`src/rtl/cmrm_consts.svh`:
```
// constants of the core address map and decode block
`ifndef CMRM_CONSTS_SVH
`define CMRM_CONSTS_SVH
`define CMRM_RESET_VEC 14'h0000
`define CMRM_SUPPLY_VEC 14'h0004
`define CMRM_DBLK_VEC0 14'h0008
`define CMRM_DBLK_VEC7 14'h0024
`define CMRM_ACOL_VEC0 14'h0028
`define CMRM_ACOL_VEC3 14'h0034
`define CMRM_GPIO_VEC 14'h0038
`define CMRM_SLEEP_VEC 14'h003c
`define CMRM_USER_START 14'h0040
`define CMRM_PROG_MAX 14'h3fff
`define CMRM_STACK_BASE 8'h00
`define CMRM_PAGE_TOP 8'hff
`define CMRM_SHARED_LO 8'h71
`define CMRM_SHARED_HI 8'h9f
`define CMRM_OP_OR_IDX 8'h44
`define CMRM_OP_XOR_IDX 8'h46
`define CMRM_IDX_OP_LEN 2'h3
`define CMRM_IDX_OP_CYC 4'ha
`endif

```
`src/rtl/cmrm_pkg.sv`:
```
// types of the core address map and decode block
`default_nettype none
package cmrm_pkg;
  typedef enum logic [2:0] {
    CMRM_IDLE = 3'b001,
    CMRM_EXEC = 3'b010,
    CMRM_VECT = 3'b100
  } cmrm_state_t;
  typedef enum logic [1:0] {
    CMRM_ALU_NONE = 2'h0,
    CMRM_ALU_OR = 2'h1,
    CMRM_ALU_XOR = 2'h2
  } cmrm_alu_t;
endpackage : cmrm_pkg
`default_nettype wire

```
`src/rtl/cmrm_irq_vec.sv`:
```
// interrupt priority encoder giving the vector address
`default_nettype none
`include "cmrm_consts.svh"
module cmrm_irq_vec (
  input wire logic supply_irq,
  input wire logic [7:0] dblk_irq,
  input wire logic [3:0] acol_irq,
  input wire logic gpio_irq,
  input wire logic sleep_irq,
  output logic any_irq,
  output logic [13:0] vec_addr
);
  // lowest vector slot wins, matching table order
  always_comb begin
    any_irq = 1'b1;
    vec_addr = `CMRM_RESET_VEC;
    if (supply_irq) begin
      vec_addr = `CMRM_SUPPLY_VEC;
    end else if (|dblk_irq) begin
      vec_addr = `CMRM_DBLK_VEC0;
      for (int i = 7; i >= 0; i--) begin
        if (dblk_irq[i]) begin
          vec_addr = `CMRM_DBLK_VEC0 + 14'(4 * i);
        end
      end
    end else if (|acol_irq) begin
      vec_addr = `CMRM_ACOL_VEC0;
      for (int j = 3; j >= 0; j--) begin
        if (acol_irq[j]) begin
          vec_addr = `CMRM_ACOL_VEC0 + 14'(4 * j);
        end
      end
    end else if (gpio_irq) begin
      vec_addr = `CMRM_GPIO_VEC;
    end else if (sleep_irq) begin
      vec_addr = `CMRM_SLEEP_VEC;
    end else begin
      any_irq = 1'b0;
    end
  end
endmodule : cmrm_irq_vec
`default_nettype wire

```
`src/rtl/cmrm_core_map.sv`:
```
// fetch sequencer, vectoring, stack and banked register decode
//
// How it works
// - supply monitor interrupt vectors to 0x0004
// - digital blocks 0..7 vector to 0x0008..0x0024 in order
// - analog columns 0..3 vector to 0x0028..0x0034 in order
// - pin interrupt vectors to 0x0038
// - sleep timer interrupt vectors to 0x003c
// - user code begins at 0x0040
// - program counter wraps within 0x3fff
// - stack starts at data address zero and grows upward
// - data page addresses are eight bits, up to 0xff
// - two register banks of 256 addresses each
// - bank chosen by the bank_select_flag bit
// - addresses 71h..9fh map the same in both banks
// - opcode 46 is xor immediate into reg[x+off], 3 bytes, 10 cycles
// - opcode 44 is or immediate into reg[x+off], 3 bytes, 10 cycles
`default_nettype none
`include "cmrm_consts.svh"
module cmrm_core_map (
  input wire logic clk,
  input wire logic nrst,
  input wire logic supply_irq,
  input wire logic [7:0] dblk_irq,
  input wire logic [3:0] acol_irq,
  input wire logic gpio_irq,
  input wire logic sleep_irq,
  input wire logic irq_enable,
  input wire logic [7:0] fetch_data,
  input wire logic fetch_valid,
  input wire logic bank_select_flag,
  input wire logic [7:0] x_index,
  input wire logic stack_push,
  input wire logic stack_pop,
  output logic [13:0] pc,
  output logic [7:0] sp,
  output logic vector_taken,
  output logic [8:0] reg_addr,
  output logic reg_wr,
  output logic [1:0] alu_op,
  output logic [7:0] reg_imm,
  output logic in_user_space
);
  cmrm_pkg::cmrm_state_t state_reg;
  logic [13:0] pc_reg;
  logic [7:0] sp_reg;
  logic [1:0] byte_cnt_reg;
  logic [3:0] cyc_cnt_reg;
  logic [7:0] opcode_reg;
  logic [7:0] offset_reg;
  logic [7:0] imm_reg;
  logic vec_reg;
  logic [8:0] raddr_reg;
  logic wr_reg;
  logic [1:0] alu_reg;
  logic [7:0] imm_out_reg;
  logic user_reg;
  logic any_irq;
  logic [13:0] vec_addr;
  logic op_is_idx;

  // sync of pin-side interrupt inputs; stage one is only read by stage two
  logic [14:0] irq_s1_reg;
  logic [14:0] irq_s2_reg;
  always_ff @(posedge clk or negedge nrst) begin
    if (!nrst) begin
      irq_s1_reg <= 15'h0000;
      irq_s2_reg <= 15'h0000;
    end else begin
      irq_s1_reg <= {supply_irq, dblk_irq, acol_irq, gpio_irq, sleep_irq};
      irq_s2_reg <= irq_s1_reg;
    end
  end

  cmrm_irq_vec u_vec (
    .supply_irq(irq_s2_reg[14]),
    .dblk_irq(irq_s2_reg[13:6]),
    .acol_irq(irq_s2_reg[5:2]),
    .gpio_irq(irq_s2_reg[1]),
    .sleep_irq(irq_s2_reg[0]),
    .any_irq(any_irq),
    .vec_addr(vec_addr)
  );

  // bank bit forms address bit 8; shared window folds to bank 0
  function automatic logic [8:0] bank_map(input logic bank,
                                          input logic [7:0] addr);
    if (addr >= `CMRM_SHARED_LO && addr <= `CMRM_SHARED_HI) begin
      bank_map = {1'b0, addr};
    end else begin
      bank_map = {bank, addr};
    end
  endfunction : bank_map

  function automatic logic is_idx_op(input logic [7:0] op);
    is_idx_op = (op == `CMRM_OP_XOR_IDX) || (op == `CMRM_OP_OR_IDX);
  endfunction : is_idx_op

  assign op_is_idx = is_idx_op(fetch_data);

  // sequencer: vector between instructions, run indexed ops to length
  always_ff @(posedge clk or negedge nrst) begin
    if (!nrst) begin
      state_reg <= cmrm_pkg::CMRM_IDLE;
      pc_reg <= `CMRM_RESET_VEC;
      byte_cnt_reg <= 2'h0;
      cyc_cnt_reg <= 4'h0;
      opcode_reg <= 8'h00;
      offset_reg <= 8'h00;
      imm_reg <= 8'h00;
    end else begin
      unique case (state_reg)
        cmrm_pkg::CMRM_IDLE: begin
          if (irq_enable && any_irq) begin
            state_reg <= cmrm_pkg::CMRM_VECT;
          end else if (fetch_valid) begin
            pc_reg <= pc_reg + 14'h0001;
            if (op_is_idx) begin
              opcode_reg <= fetch_data;
              byte_cnt_reg <= 2'h1;
              cyc_cnt_reg <= 4'h1;
              state_reg <= cmrm_pkg::CMRM_EXEC;
            end
          end
        end
        cmrm_pkg::CMRM_EXEC: begin
          if (cyc_cnt_reg != 4'hf) begin
            cyc_cnt_reg <= cyc_cnt_reg + 4'h1;
          end
          if (fetch_valid && byte_cnt_reg != `CMRM_IDX_OP_LEN) begin
            pc_reg <= pc_reg + 14'h0001;
            byte_cnt_reg <= byte_cnt_reg + 2'h1;
            if (byte_cnt_reg == 2'h1) begin
              offset_reg <= fetch_data;
            end else begin
              imm_reg <= fetch_data;
            end
          end
          // ten cycles from opcode fetch to write
          if (cyc_cnt_reg >= `CMRM_IDX_OP_CYC - 4'h1 &&
              byte_cnt_reg == `CMRM_IDX_OP_LEN) begin
            state_reg <= cmrm_pkg::CMRM_IDLE;
          end
        end
        cmrm_pkg::CMRM_VECT: begin
          pc_reg <= vec_addr;
          state_reg <= cmrm_pkg::CMRM_IDLE;
        end
        default: begin
          state_reg <= cmrm_pkg::CMRM_IDLE;
        end
      endcase
    end
  end

  logic op_done;
  assign op_done = state_reg == cmrm_pkg::CMRM_EXEC &&
                   cyc_cnt_reg >= `CMRM_IDX_OP_CYC - 4'h1 &&
                   byte_cnt_reg == `CMRM_IDX_OP_LEN;

  // register write port of the indexed or/xor ops
  always_ff @(posedge clk or negedge nrst) begin
    if (!nrst) begin
      wr_reg <= 1'b0;
      raddr_reg <= 9'h000;
      alu_reg <= cmrm_pkg::CMRM_ALU_NONE;
      imm_out_reg <= 8'h00;
    end else begin
      wr_reg <= op_done;
      if (op_done) begin
        // offset wraps within the 256-address bank
        raddr_reg <= bank_map(bank_select_flag,
                              8'(x_index + offset_reg));
        alu_reg <= (opcode_reg == `CMRM_OP_XOR_IDX) ?
                   cmrm_pkg::CMRM_ALU_XOR : cmrm_pkg::CMRM_ALU_OR;
        imm_out_reg <= imm_reg;
      end
    end
  end

  // stack pointer: grows upward, 8-bit page so wraps at the page top
  always_ff @(posedge clk or negedge nrst) begin
    if (!nrst) begin
      sp_reg <= `CMRM_STACK_BASE;
    end else if (stack_push && !stack_pop) begin
      sp_reg <= sp_reg + 8'h01;
    end else if (stack_pop && !stack_push) begin
      sp_reg <= sp_reg - 8'h01;
    end
  end

  always_ff @(posedge clk or negedge nrst) begin
    if (!nrst) begin
      vec_reg <= 1'b0;
      user_reg <= 1'b0;
    end else begin
      vec_reg <= state_reg == cmrm_pkg::CMRM_VECT;
      user_reg <= pc_reg >= `CMRM_USER_START;
    end
  end

  assign pc = pc_reg;
  assign sp = sp_reg;
  assign vector_taken = vec_reg;
  assign reg_addr = raddr_reg;
  assign reg_wr = wr_reg;
  assign alu_op = alu_reg;
  assign reg_imm = imm_out_reg;
  assign in_user_space = user_reg;
endmodule : cmrm_core_map
`default_nettype wire

```
`config.mk`:
```
export PLATFORM = sky130hd
export DESIGN_NAME = cmrm_core_map
export DESIGN_NICKNAME = d
export VERILOG_FILES = /design/src/rtl/cmrm_pkg.sv /design/src/rtl/cmrm_irq_vec.sv /design/src/rtl/cmrm_core_map.sv
export VERILOG_INCLUDE_DIRS = /design/src /design/src/rtl
export SDC_FILE = /design/constraint.sdc
export NUM_CORES = 1
export LEC_CHECK = 0
export BUFFER_PORTS_ARGS = -buffer_cell sky130_fd_sc_hd__buf_2
export CORE_ASPECT_RATIO = 1.25
export CORE_MARGIN = 10
export CORE_UTILIZATION = 56
export DETAILED_ROUTE_END_ITERATION = 10
export HOLD_SLACK_MARGIN = 0.06
export PLACE_DENSITY = 0.75
export SLEW_MARGIN = 10
export SYNTH_ARGS = -nofsm -noshare
export SYNTH_HDL_FRONTEND = slang
export SYNTH_HIERARCHICAL = 1
export SYNTH_SLANG_ARGS = --single-unit
```
`constraint.sdc`:
```
create_clock -name clk -period 2.6 [get_ports clk]
set_input_delay 0.26 -clock clk [delete_from_list [all_inputs] [get_ports clk]]
set_output_delay 0.26 -clock clk [all_outputs]
set_load 0.005 [all_outputs]
```
### Yosys cells after proc, flatten, opt, wreduce, memory -nomap -nowiden

Cells that the tools add are included.

* flip-flop bits (word level): 107
* input bits: 38
* output and inout bits: 44
* logic and storage cells: 114

* $add $sub $neg: 6
* $lt $le $gt $ge: 4
* equal/unequal tests: 18
* multiplexer cells: 45
* bitwise logic cells: 2
* reductions and logical operators: 23

Operators with widths (count)
* 14-bit 2-to-1 mux: 7
* 6-bit 2-to-1 mux: 9
* 14-bit case mux with 3 select lines: 1
* 8-bit by 7-bit equality test with 1-bit output (second input constant): 3
* 5-bit 2-to-1 mux: 4
* 4-bit 2-to-1 mux: 4
* 8-bit 2-to-1 mux: 2
* 14-bit by 1-bit adder with 14-bit output (second input constant): 1
* 14-bit by 7-bit greater-or-equal comparator with 1-bit output (second input constant): 1
* 2-bit != test (second input constant): 7
* 3-bit 2-to-1 mux: 4
* 2-bit 2-to-1 mux: 5
* 5-bit AND reduction: 2
* 9-bit 2-to-1 mux: 1
* 3-bit AND reduction: 3
* 8-bit by 1-bit adder with 8-bit output (second input constant): 1
* 8-bit adder: 1
* 8-bit by 7-bit greater-or-equal comparator with 1-bit output (second input constant): 1
* 8-bit <= comparator (second input constant): 1
* 1-bit logical AND: 8
* 4-bit case mux with 2 select lines: 1
* 4-bit AND reduction: 2
* 8-bit OR reduction: 1
* 8-bit by 1-bit subtractor with 8-bit output (second input constant): 1
* other kinds (19): 27

### Depth between registers and ports, before layout

Gate-level depths: netlist of run 1.

* depth in word-level cells: 11
* mapped depth: 10

### Modules after synthesis

The synthesis of run 1 kept the hierarchy.

By module, submodules not included
* cmrm_core_map: times used 1, cells an instance 430, area an instance 4752.1 um^2, seq. area each 2678.8 um^2
* cmrm_irq_vec: times used 1, cells an instance 40, area an instance 272.8 um^2, seq. area each 0.0 um^2

### Least setup slack after synthesis of run 1

No wires, ideal clock.

* kind: reg2reg
* start point: reg irq_s2_reg[8]
* end point: reg pc_reg[1], in the netlist pc[1]
* arrival: 2104 ps
* setup slack: 414 ps
* cell stages (with the launch flop): 11
* period minus slack after synthesis: 2186 ps
* path through: dfrtp_1 > nor4_4 > nand4_2 > or2_1 > nand2_1 > and3b_1 > mux2i_1 > o21ai_2 > buf_4 > nor2_1 > a31oi_1

* word-level cells in the longest chain between the ends: 6
* elaborated cells on any way between the ends: 12

RTL lines
* from (decl): RTL line cmrm_core_map.sv:64 `logic [14:0] irq_s2_reg;`
* from (signal assigned): RTL line cmrm_core_map.sv:71 `irq_s2_reg <= irq_s1_reg;`
* 8-bit OR reduction: RTL line cmrm_irq_vec.sv:19 `end else if (|dblk_irq) begin`
* 1-bit 2-to-1 mux: RTL line cmrm_irq_vec.sv:19
* 1-bit 2-to-1 mux: RTL line cmrm_irq_vec.sv:17 `if (supply_irq) begin`
* named net any_irq: RTL line cmrm_core_map.sv:58 `logic any_irq;`
* 1-bit logical AND: RTL line cmrm_core_map.sv:114 `if (irq_enable && any_irq) begin`
* 2-bit != test (no source line)
* 4-bit AND reduction (no source line)
* to (signal assigned): RTL line cmrm_core_map.sv:105 `` pc_reg <= `CMRM_RESET_VEC; ``
* to (signal assigned): RTL line cmrm_core_map.sv:117 `pc_reg <= pc_reg + 14'h0001;`
* to (signal assigned): RTL line cmrm_core_map.sv:131 `pc_reg <= pc_reg + 14'h0001;`
* to (decl): RTL line cmrm_core_map.sv:45 `logic [13:0] pc_reg;`

The timed path passes the listed nets, and every way through them passes these cells.
A chain may end at the register's enable or synchronous reset.

### Worst setup path in the final report of run 1

* start point: reg irq_s2_reg[13]
* end point: reg pc_reg[0], in the netlist pc[0]

The elaborated chain is that of the path after synthesis.

==> impl_metrics.ini, run 1 <==
[run_status]
status = finished, final reports clean

[finish]
drive_above_1_share_pct = 24.9
layout.cells.most_common_list = dfrtp_1 (106), nand2_1 (82), buf_2 (80)
finalNetCount = 634
syn_to_final_growth_pct = 17.3
design_area_um2 = 5900
n_antenna_cell = 0
final_common_cell = dfrtp_1
fin_cells = 698

[synthesis]
synth-seq-cells = 107
synth_edf_count = 0
yosys_most_used_dff = dfrtp_1
yosysTopAreaCell = dfrtp_1
synth_area_per_cell_um2 = 10.7
synthCells = 470
yosysSeqAreaShare_pct = 53.3
synthArstFlopShare_pct = 100
synth_area_um2 = 5020
synth_top_area_share_pct = 52.8
yosysWarningCount = 6
synth_cell_type_count = 62
yosys-top-cells-area = dfrtp_1 (53%), nand2_1 (6.1%), ha_1 (5.2%)

[power]
leakage_nw = 2.96
peakVddDrop_mv = 0.518
power_density_nw_per_um2 = 723

[die]
rows = 38
initial_utilization_pct = 57.8
design.die.area_um2 = 13200
fp.dieH_um = 126
die_w_um = 105
core_area_um2 = 8700
io_pins = 82

[global_routing]
antenna_found_initial = 0
met3_usage_pct = 4.69
overflow = 0
use_met1_pct = 20.0
grt_max_degree = 54
grt_pass1_vias = 3786
grtUsageMet2_pct = 25.8
grt_pass1_wl_um = 17600
grt_usage_pct = 16.1
busiest_layer = met2

[sta]
tns_ns = 0
rsz0062_at_grt = no
drv_slew = 0
fin_crit_ns = 2.31
timing.hold.ws_ns = 0.114
worst_slack_ns = 0.294
setup_violations = 0
tightest_slew_ns = 0.691
fmax_mhz = 434
skew_ns = 0.00897
timing.final.crit_share_pct = 88.7
relSlewSlack_pct = 53.9
hold_viol = 0

[clocking]
h-tree-depth = 3
path_clk_slew_ns = 0.11
clockRootBuffer = clkbuf_8
clk_latency_ns = 0.38
clock_sinks = 107
ctsResizeCount = 0
clk_path_buf_depth = 2
cts_setup_buffers = 0
cts_tree = done
numCtsBuffers = 9

[min_path]
hold_path.class = in -> reg
min_from = bank_select_flag
hold_path_depth = 3
hold_end = reg_addr[8]

[detailed_routing]
wire_per_inst_um = 14.9
drtAntennaViolNets = 0
drt-total-wl_um = 10400
viasPerCell = 5.30
drtIter0Drc = 95
num_vias = 3701
first_pass_iters = 4
drc = 0

[setup_path]
critPathKind = reg -> reg
slowest_delay_ns = 0.41
critPathLaunchType = flip-flop
r2r_slack_ns = 0.29
r2r-end = pc[0]
path_cells = nor3_1 -> nand4_2 -> or2_1 -> nand2_1 -> and3b_1 -> mux2i_1 -> o21ai_2 -> buf_12 -> o22ai_1 -> a31oi_1
path_max_fanout = 28
crit_arrival_ns = 2.61
r2r-start = irq_s2_reg[13]
ff2ff_path_depth = 10
slowest_stage = dfrtp_1
endpoint_kind = flip-flop
worstPathRequired_ns = 2.90

[place]
port_buffers = 81
post-place-cells = 666
hpwlAfterDp_um = 7660
place_area_um2 = 5550
place_congestion = 0.836
pre_cts_slack_ns = 0.157

[flow_run]
max_cap_viol_count = 0
-- report_power, final --
group          switching (mW)  internal, mW
sequential              0.245          1.87
combinational           0.590         0.559
clock                   0.619         0.376
-- area by class of cell --
class	count	area, um2
multi-input combinational	335	2170
fill	680	2810
clock inverter	7	63.8
tap	120	150
inverter	16	60.1
timing repair buffer	104	646
clock buffer	9	124
sequential	107	2680
-- worst max-delay path by stage --
stage,start,end,slack (ns)
2_1_floorplan,irq_s2_reg[8],pc[1],0.41
5_1_grt,irq_s2_reg[13],pc[6],0.09
4_1_cts,irq_s2_reg[13],pc[0],0.32
3_3_place_gp,stack_pop,sp[7],0.24
3_5_place_dp,stack_pop,sp[7],0.16
6_report,irq_s2_reg[13],pc[0],0.29
-- cell families (layout without fill, tap and decap cells) --
| family | after synthesis | count (layout) | share of synthesized area [%] |
|---|---|---|---|
| flip-flops | 107 | 107 | 53.3 |
| AO/OA/AOI/OAI | 106 | 106 | 13.1 |
| AND/OR/NAND/NOR | 161 | 161 | 16.3 |
| other | 1 | 10 | 0.0746 |
| buffers and inverters | 37 | 136 | 4.11 |
| XOR/XNOR | 14 | 14 | 2.44 |
| multiplexers | 21 | 21 | 4.68 |
| adder cells (fa/ha/maj) | 23 | 23 | 6.03 |
-- cell usage after synthesis, drive strengths merged (2+ instances only) --
cell	n
a211oi	3
or2	4
nand3	14
nor2	11
o32ai	2
o21ai	29
a21oi	41
o31ai	2
clkbuf	4
dfrtp	106
xor2	4
nor2b	3
nand2	83
and3	9
and2	6
o22ai	8
mux2	20
o21a	2
nor4b	2
a21o	4
inv	15
ha	21
nand2b	8
a31oi	2
nand4	3
o211ai	2
fa	2
nor3	10
o21bai	3
buf	17
nor4	5
xnor2	10
-- critical path: cells and delay by family, from the launching register on --
kind                   cells  cell delay, ns
AOI/OAI and AO/OA          3            0.44
buffers and inverters      1            0.19
DFF                        1            0.41
muxes                      1            0.09
and+or+nand+nor            5            1.11
-- through the flow --
step	power [mW]	util, %
floorplan	2.86	-
global route	4.56	67.8
finish	4.26	67.8
global placement	3.24	63.8
detailed placement	3.29	63.8
CTS	4.29	67.8
-- repair_timing --
action | 4_1_cts | 5_1_grt
setup endpoints to repair | 0 | 0
endpoints found under the hold margin | 65 | 0
hold buffers | 16 | 0
-- layer usage --
layer / wire [um] / part of all wire, %
met1: 4630 / 44
met2: 5020 / 48
met3: 585 / 5.6
met4: 201 / 1.9
met5: 0 / 0
(Power assumes the default switching activity.)
==> run 2: changes to the inputs <==
Settings changed: CORE_UTILIZATION 56 to 51, PLACE_DENSITY 0.75 to 0.72.
Clock period 2.6 ns to 2.1 ns, I/O delays scaled along.
==> run 2 against run 1 <==
Compared with the run above:
- the flow now finishes with violations (setup timing)
- via count grew 4.8%
- first-iteration DRC count grew 65%
- sequential power is 25% higher
- final area is 7.7% higher
==> impl_metrics.ini, run 2 (synthesized netlist as in run 1, its figures left out) <==
[sta]
rsz0062_at_grt = yes
setup_violations = 14
fmax_mhz = 455
hold_viol = 0
drv_slew = 0
skew_ns = 0.0114
timing.hold.ws_ns = 0.111
worst_slack_ns = -0.0989
timing.final.crit_share_pct = 105
fin_crit_ns = 2.20

[detailed_routing]
drtAntennaViolNets = 0
drt-total-wl_um = 11500
num_vias = 3879
drc = 0
first_pass_iters = 6
viasPerCell = 5.33
drtIter0Drc = 157
wire_per_inst_um = 15.8

[power]
p_comb_share_pct = 26.1
netSwitchingFraction_pct = 30.9
leakage_nw = 3.15
power_density_nw_per_um2 = 961
clockPowerShare_pct = 30.7
seq_power_share_pct = 43.3
p_switching_mw = 1.89
p_total_mw = 6.10
p_int_mw = 4.22
peakVddDrop_mv = 0.725

[die]
initial_utilization_pct = 52.3
design.die.area_um2 = 14200
die_w_um = 109
fp.dieH_um = 131
io_pins = 82
core_area_um2 = 9610
rows = 40

[setup_path]
endpoint_kind = flip-flop
cp-endpoint = pc[6]
path_cells = nor4_4 -> nand4_2 -> or2_1 -> nand2_2 -> and3b_1 -> mux2i_1 -> o21ai_2 -> buf_6 -> buf_12 -> o21ai_2 -> a22oi_1
path_max_fanout = 7
r2r-start = irq_s2_reg[8]
worstPathRequired_ns = 2.37
r2r_slack_ns = -0.1
crit_path_frequent_cell = o21ai_2
slowest_delay_ns = 0.41
critPathLaunchType = flip-flop
r2r-end = pc[6]
ff2ff_path_depth = 11
slowest_stage = dfrtp_1
critPathKind = reg -> reg
crit_path_start = irq_s2_reg[8]
crit_arrival_ns = 2.47

[global_routing]
antenna_found_initial = 0
grt_pass1_vias = 3995
grt_max_degree = 42
grt_usage_pct = 16.7
grt_pass1_wl_um = 19000
overflow = 0

[finish]
fin_cells = 728
syn_to_final_growth_pct = 26.4
n_antenna_cell = 0
finalNetCount = 658
final_common_cell = dfrtp_1
layout.cells.most_common_list = dfrtp_1 (105), nand2_1 (81), buf_2 (80)
drive_above_1_share_pct = 31.1

[clocking]
h-tree-depth = 3
clockRootBuffer = clkbuf_16
cts_tree = done
path_clk_slew_ns = 0.08
numCtsBuffers = 9
clk_latency_ns = 0.35
clk_path_buf_depth = 2
clock_sinks = 107

[place]
port_buffers = 81
place_congestion = 0.802
hpwlAfterDp_um = 7980
post-place-cells = 690

[run_status]
status = finished, violations left
violations = setup timing

[flow_run]
max_cap_viol_count = 0

[min_path]
hold_path.class = in -> reg
==> run 2: cell count changes in the layout (fill, tap and decap cells not counted), sizes merged <==
| cell | delta |
|---|---|
| inv | -4 |
| buf | +23 |
| clkinv | +2 |
| bufinv | +2 |
| clkbuf | +1 |
==> run 2: metal layers <==
metal	share of wire (%)	track usage, %
met1	43	20.6
met2	51	27.8
met3	5.4	4.85
met4	1.2	4.97
met5	0	0
==> run 2: repair_timing <==
item,in CTS,in global routing
hold buffers,16,0
gates cloned,1,1
endpoints found under the setup margin,15,26
endpoints found under the hold margin,46,0
setup buffers,3,2
pin swaps,4,18
gates resized for setup,5,21
==> run 2: cell type report <==
class	instances	area (um2)
Inverter	16	60.1
Tap cell	126	158
Clock inverter	7	108
Fill cell	761	3260
Sequential cell	107	2680
Multi-Input combinational cell	335	2270
Clock buffer	9	225
Timing Repair Buffer	128	855
==> run 2: critical path: cells and delay by family, from the launching register on <==
family,cells,cell delay [ns]
flip-flops,1,0.41
multiplexers,1,0.09
AND/OR/NAND/NOR,5,0.97
buffers and inverters,2,0.27
AO/OA/AOI/OAI,3,0.38
==> run 2: worst min-delay path by stage <==
stage | endpoint | startpoint | depth (start not counted) | slack (ns)
floorplan | alu_op[0] | nrst | 0 | -0.09
CTS | reg_addr[8] | bank_select_flag | 3 | 0.09
detailed placement | pc[1] | nrst | 1 | 0.19
global placement | pc[1] | nrst | 1 | 0.19
global route | reg_addr[8] | bank_select_flag | 3 | 0.11
finish | reg_addr[8] | bank_select_flag | 3 | 0.11
==> run 2: power groups by stage <==
stage,Sequential (mW),Clock [mW],Combinational (mW)
2_1_floorplan,2.62,0,0.927
3_3_place_gp,2.64,0,1.47
3_5_place_dp,2.65,0,1.52
4_1_cts,2.62,1.92,1.57
5_1_grt,2.69,2.00,1.82
6_report,2.64,1.87,1.59
==> run 2: metrics by stage <==
| stage | worst slack (ns) | setup TNS, ns | cell area [um2] | util (%) |
|---|---|---|---|---|
| floorplan | -0.0778 | -0.844 | 5070 | - |
| global placement | 0.00921 | 0 | 5690 | 59.2 |
| detailed placement | -0.0692 | -0.219 | 5690 | 59.2 |
| CTS | -0.0215 | -0.0717 | 6250 | 65.1 |
| global route | -0.213 | -2.73 | 6350 | 66.1 |
| finish | -0.0989 | -1.09 | 6350 | 66.1 |
==> run 3: changes to the inputs <==
Settings changed: BUFFER_PORTS_ARGS -buffer_cell sky130_fd_sc_hd__buf_2 to -buffer_cell sky130_fd_sc_hd__clkbuf_2, PLACE_DENSITY 0.72 to 0.88, SYNTH_HIERARCHICAL 1 to default.
==> run 3 against run 2 <==
Compared with the run above:
- register-to-register slack better by 0.04 ns
- hold slack improved by 0.029 ns
- critical endpoint is now reg_addr[8]
- highest routed layer unchanged
- largest cell class unchanged
- synthesized cell count fell by 5.1%
- utilization decreased by 0.078 points
- critical path depth fell by 2
- the run still ends with setup timing left
- critical path type unchanged
- via count decreased by 1.6%
- clock power is 12% lower
- die area decreased by 3.0%
- synthesized area fell by 3.7%
- combinational power decreased by 33%
==> impl_metrics.ini, run 3 <==
[run_status]
status = finished, violations left
violations = setup timing

[clocking]
h-tree-depth = 3
path_clk_slew_ns = 0.07
clk_latency_ns = 0.35
cts_tree = done
clock_sinks = 107
clk_path_buf_depth = 2
clockRootBuffer = clkbuf_16
numCtsBuffers = 9

[min_path]
min_from = fetch_data[6]
hold_path_depth = 2
hold_path.class = in -> reg
hold_end = imm_reg[6]

[detailed_routing]
first_pass_iters = 5
wire_per_inst_um = 16.3
drc = 0
drt-total-wl_um = 11300
drtAntennaViolNets = 0
drtIter0Drc = 264
num_vias = 3816
viasPerCell = 5.47

[finish]
finalNetCount = 631
multi_input_area_um2 = 2110
final-seq-area_um2 = 2680
fin_cells = 698
final_util_pct = 66.0
syn_to_final_growth_pct = 25.8
drive_above_1_share_pct = 28.9
layout.cells.most_common_list = dfrtp_1 (106), clkbuf_2 (80), nand2_1 (66)
n_antenna_cell = 0
n_fill_cell = 652
final_common_cell = dfrtp_1

[sta]
fmax_mhz = 463
skew_ns = 0.00839
tightest_slew_ns = 0.558
worst_slack_ns = -0.0615
setup_violations = 1
timing.final.crit_share_pct = 103
fin_crit_ns = 2.16
relSlewSlack_pct = 62.8
hold_viol = 0
drv_slew = 0
rsz0062_at_grt = yes

[setup_path]
endpoint_kind = flip-flop
critPathLaunchType = flip-flop
path_max_fanout = 3
worstPathRequired_ns = 2.33
crit_path_start = offset_reg[0]
r2r_slack_ns = -0.06
r2r-start = offset_reg[0]
critPathKind = reg -> reg
ff2ff_path_depth = 9
crit_arrival_ns = 2.39
r2r-end = reg_addr[8]

[synthesis]
synth_area_um2 = 4840
synth-seq-cells = 107
synth_cell_type_count = 57
synthMostInstantiatedCell = dfrtp_1
yosysTopAreaCell = dfrtp_1
synth_area_per_cell_um2 = 10.9
synth_edf_count = 0
yosys-top-cells-area = dfrtp_1 (55%), ha_1 (5.4%), nand2_1 (5.1%)
syn_nets = 507
synthCells = 446
synth_top_area_share_pct = 54.8
yosysWarningCount = 0
synthArstFlopShare_pct = 100
synth_top_cells_by_count = dfrtp_1 (106), nand2_1 (66), nor2_1 (31)
yosysSeqAreaShare_pct = 55.3
yosys_most_used_dff = dfrtp_1

[die]
io_pins = 82
initial_utilization_pct = 52.5
fp.dieH_um = 129
die_w_um = 107
core_area_um2 = 9220
design.die.area_um2 = 13800
rows = 39

[flow_run]
max_cap_viol_count = 0

[place]
post-place-cells = 662
hpwlAfterDp_um = 8070
place_congestion = 0.896
pre_cts_slack_ns = -0.122
port_buffers = 81

[global_routing]
overflow = 0
grt_pass1_wl_um = 18400
grt_usage_pct = 16.5
antenna_found_initial = 0
grt_max_degree = 41
grt_pass1_vias = 3957

[power]
leakage_nw = 2.99
power_density_nw_per_um2 = 843
peakVddDrop_mv = 0.926
p_total_mw = 5.13
run 3: cell types whose count changed after synthesis, sizes merged, moves of 6 or more:
| cell | delta |
|---|---|
| nand2 | -17 |
| nand3 | -6 |
| inv | +9 |
| nor2 | +21 |
| buf | -16 |
| xnor2 | -6 |
| xor2 | +10 |
| a21oi | -25 |
run 3: through the flow:
step                      hold WS, ns  setup TNS [ns]  area (um2)
final                           0.140         -0.0615        6090
after global routing            0.136          -0.273        6090
after CTS                       0.137         -0.0773        6030
after detailed placement        0.235          -0.164        5540
after global placement          0.227         -0.0195        5540
after floorplan               -0.0856               0        4840
run 3: kinds of logic (layout without fill, tap and decap cells):
logic type / Yosys count / after routing / synth area share (%)
mux: 20 / 20 / 4.63
flops: 107 / 107 / 55.3
fa+ha+maj: 23 / 23 / 6.25
simple gates: 160 / 160 / 16.5
xor+xnor: 18 / 18 / 3.26
buf+inv: 31 / 160 / 2.43
compound gates: 87 / 87 / 11.6
run 3: layout make-up:
class,count,share of cell area [%]
repair buffers,119,12.5
clock buffers,9,3.70
inverters,25,1.54
flip-flops and latches,107,44.0
clock inverters,7,1.17
well taps,123,2.53
multi-input cells,308,34.6
run 3: repair_timing:
item                                    CTS  global route
endpoints found under the hold margin    53             0
endpoints found under the setup margin    2            12
gates resized for setup                   6            12
pin swaps                                 3            13
buffers inserted                          1             3
hold buffers                             16             0
run 3: per-layer routing:
layer	wire, um	global-route usage, %	share of wire (%)	vias up
li1	-	-	-	1795
met1	4510	18.2	40	1844
met2	5710	27.8	50	136
met3	675	4.30	5.9	41
met4	454	9.98	4.0	0
met5	0	0	0	-
run 3: how the worst max path moves through the flow:
| stage | end | slack [ns] |
|---|---|---|
| after floorplan | reg_addr[8] | 0.02 |
| after global placement | reg_addr[8] | -0.02 |
| after detailed placement | reg_addr[8] | -0.12 |
| after CTS | reg_addr[8] | -0.07 |
| after global routing | reg_addr[8] | -0.17 |
| final | reg_addr[8] | -0.06 |
run 3: critical path, stage by stage, from the launching register on:
cell	delay (ns)
dfrtp_1	0.36
ha_2	0.20
inv_2	0.04
fa_2	0.34
nand2b_4	0.16
a21oi_1	0.19
xor2_1	0.32
nand4b_1	0.17
a211oi_2	0.18
a311oi_1	0.07
run 3: where the power goes:
group | switching [mW] | total (mW) | leakage (nW) | internal, mW
Clock | 0.809 | 1.65 | 0.139 | 0.837
Sequential | 0.183 | 2.43 | 1.33 | 2.24
Combinational | 0.540 | 1.06 | 1.52 | 0.519
Total | 1.53 | 5.13 | 2.99 | 3.60
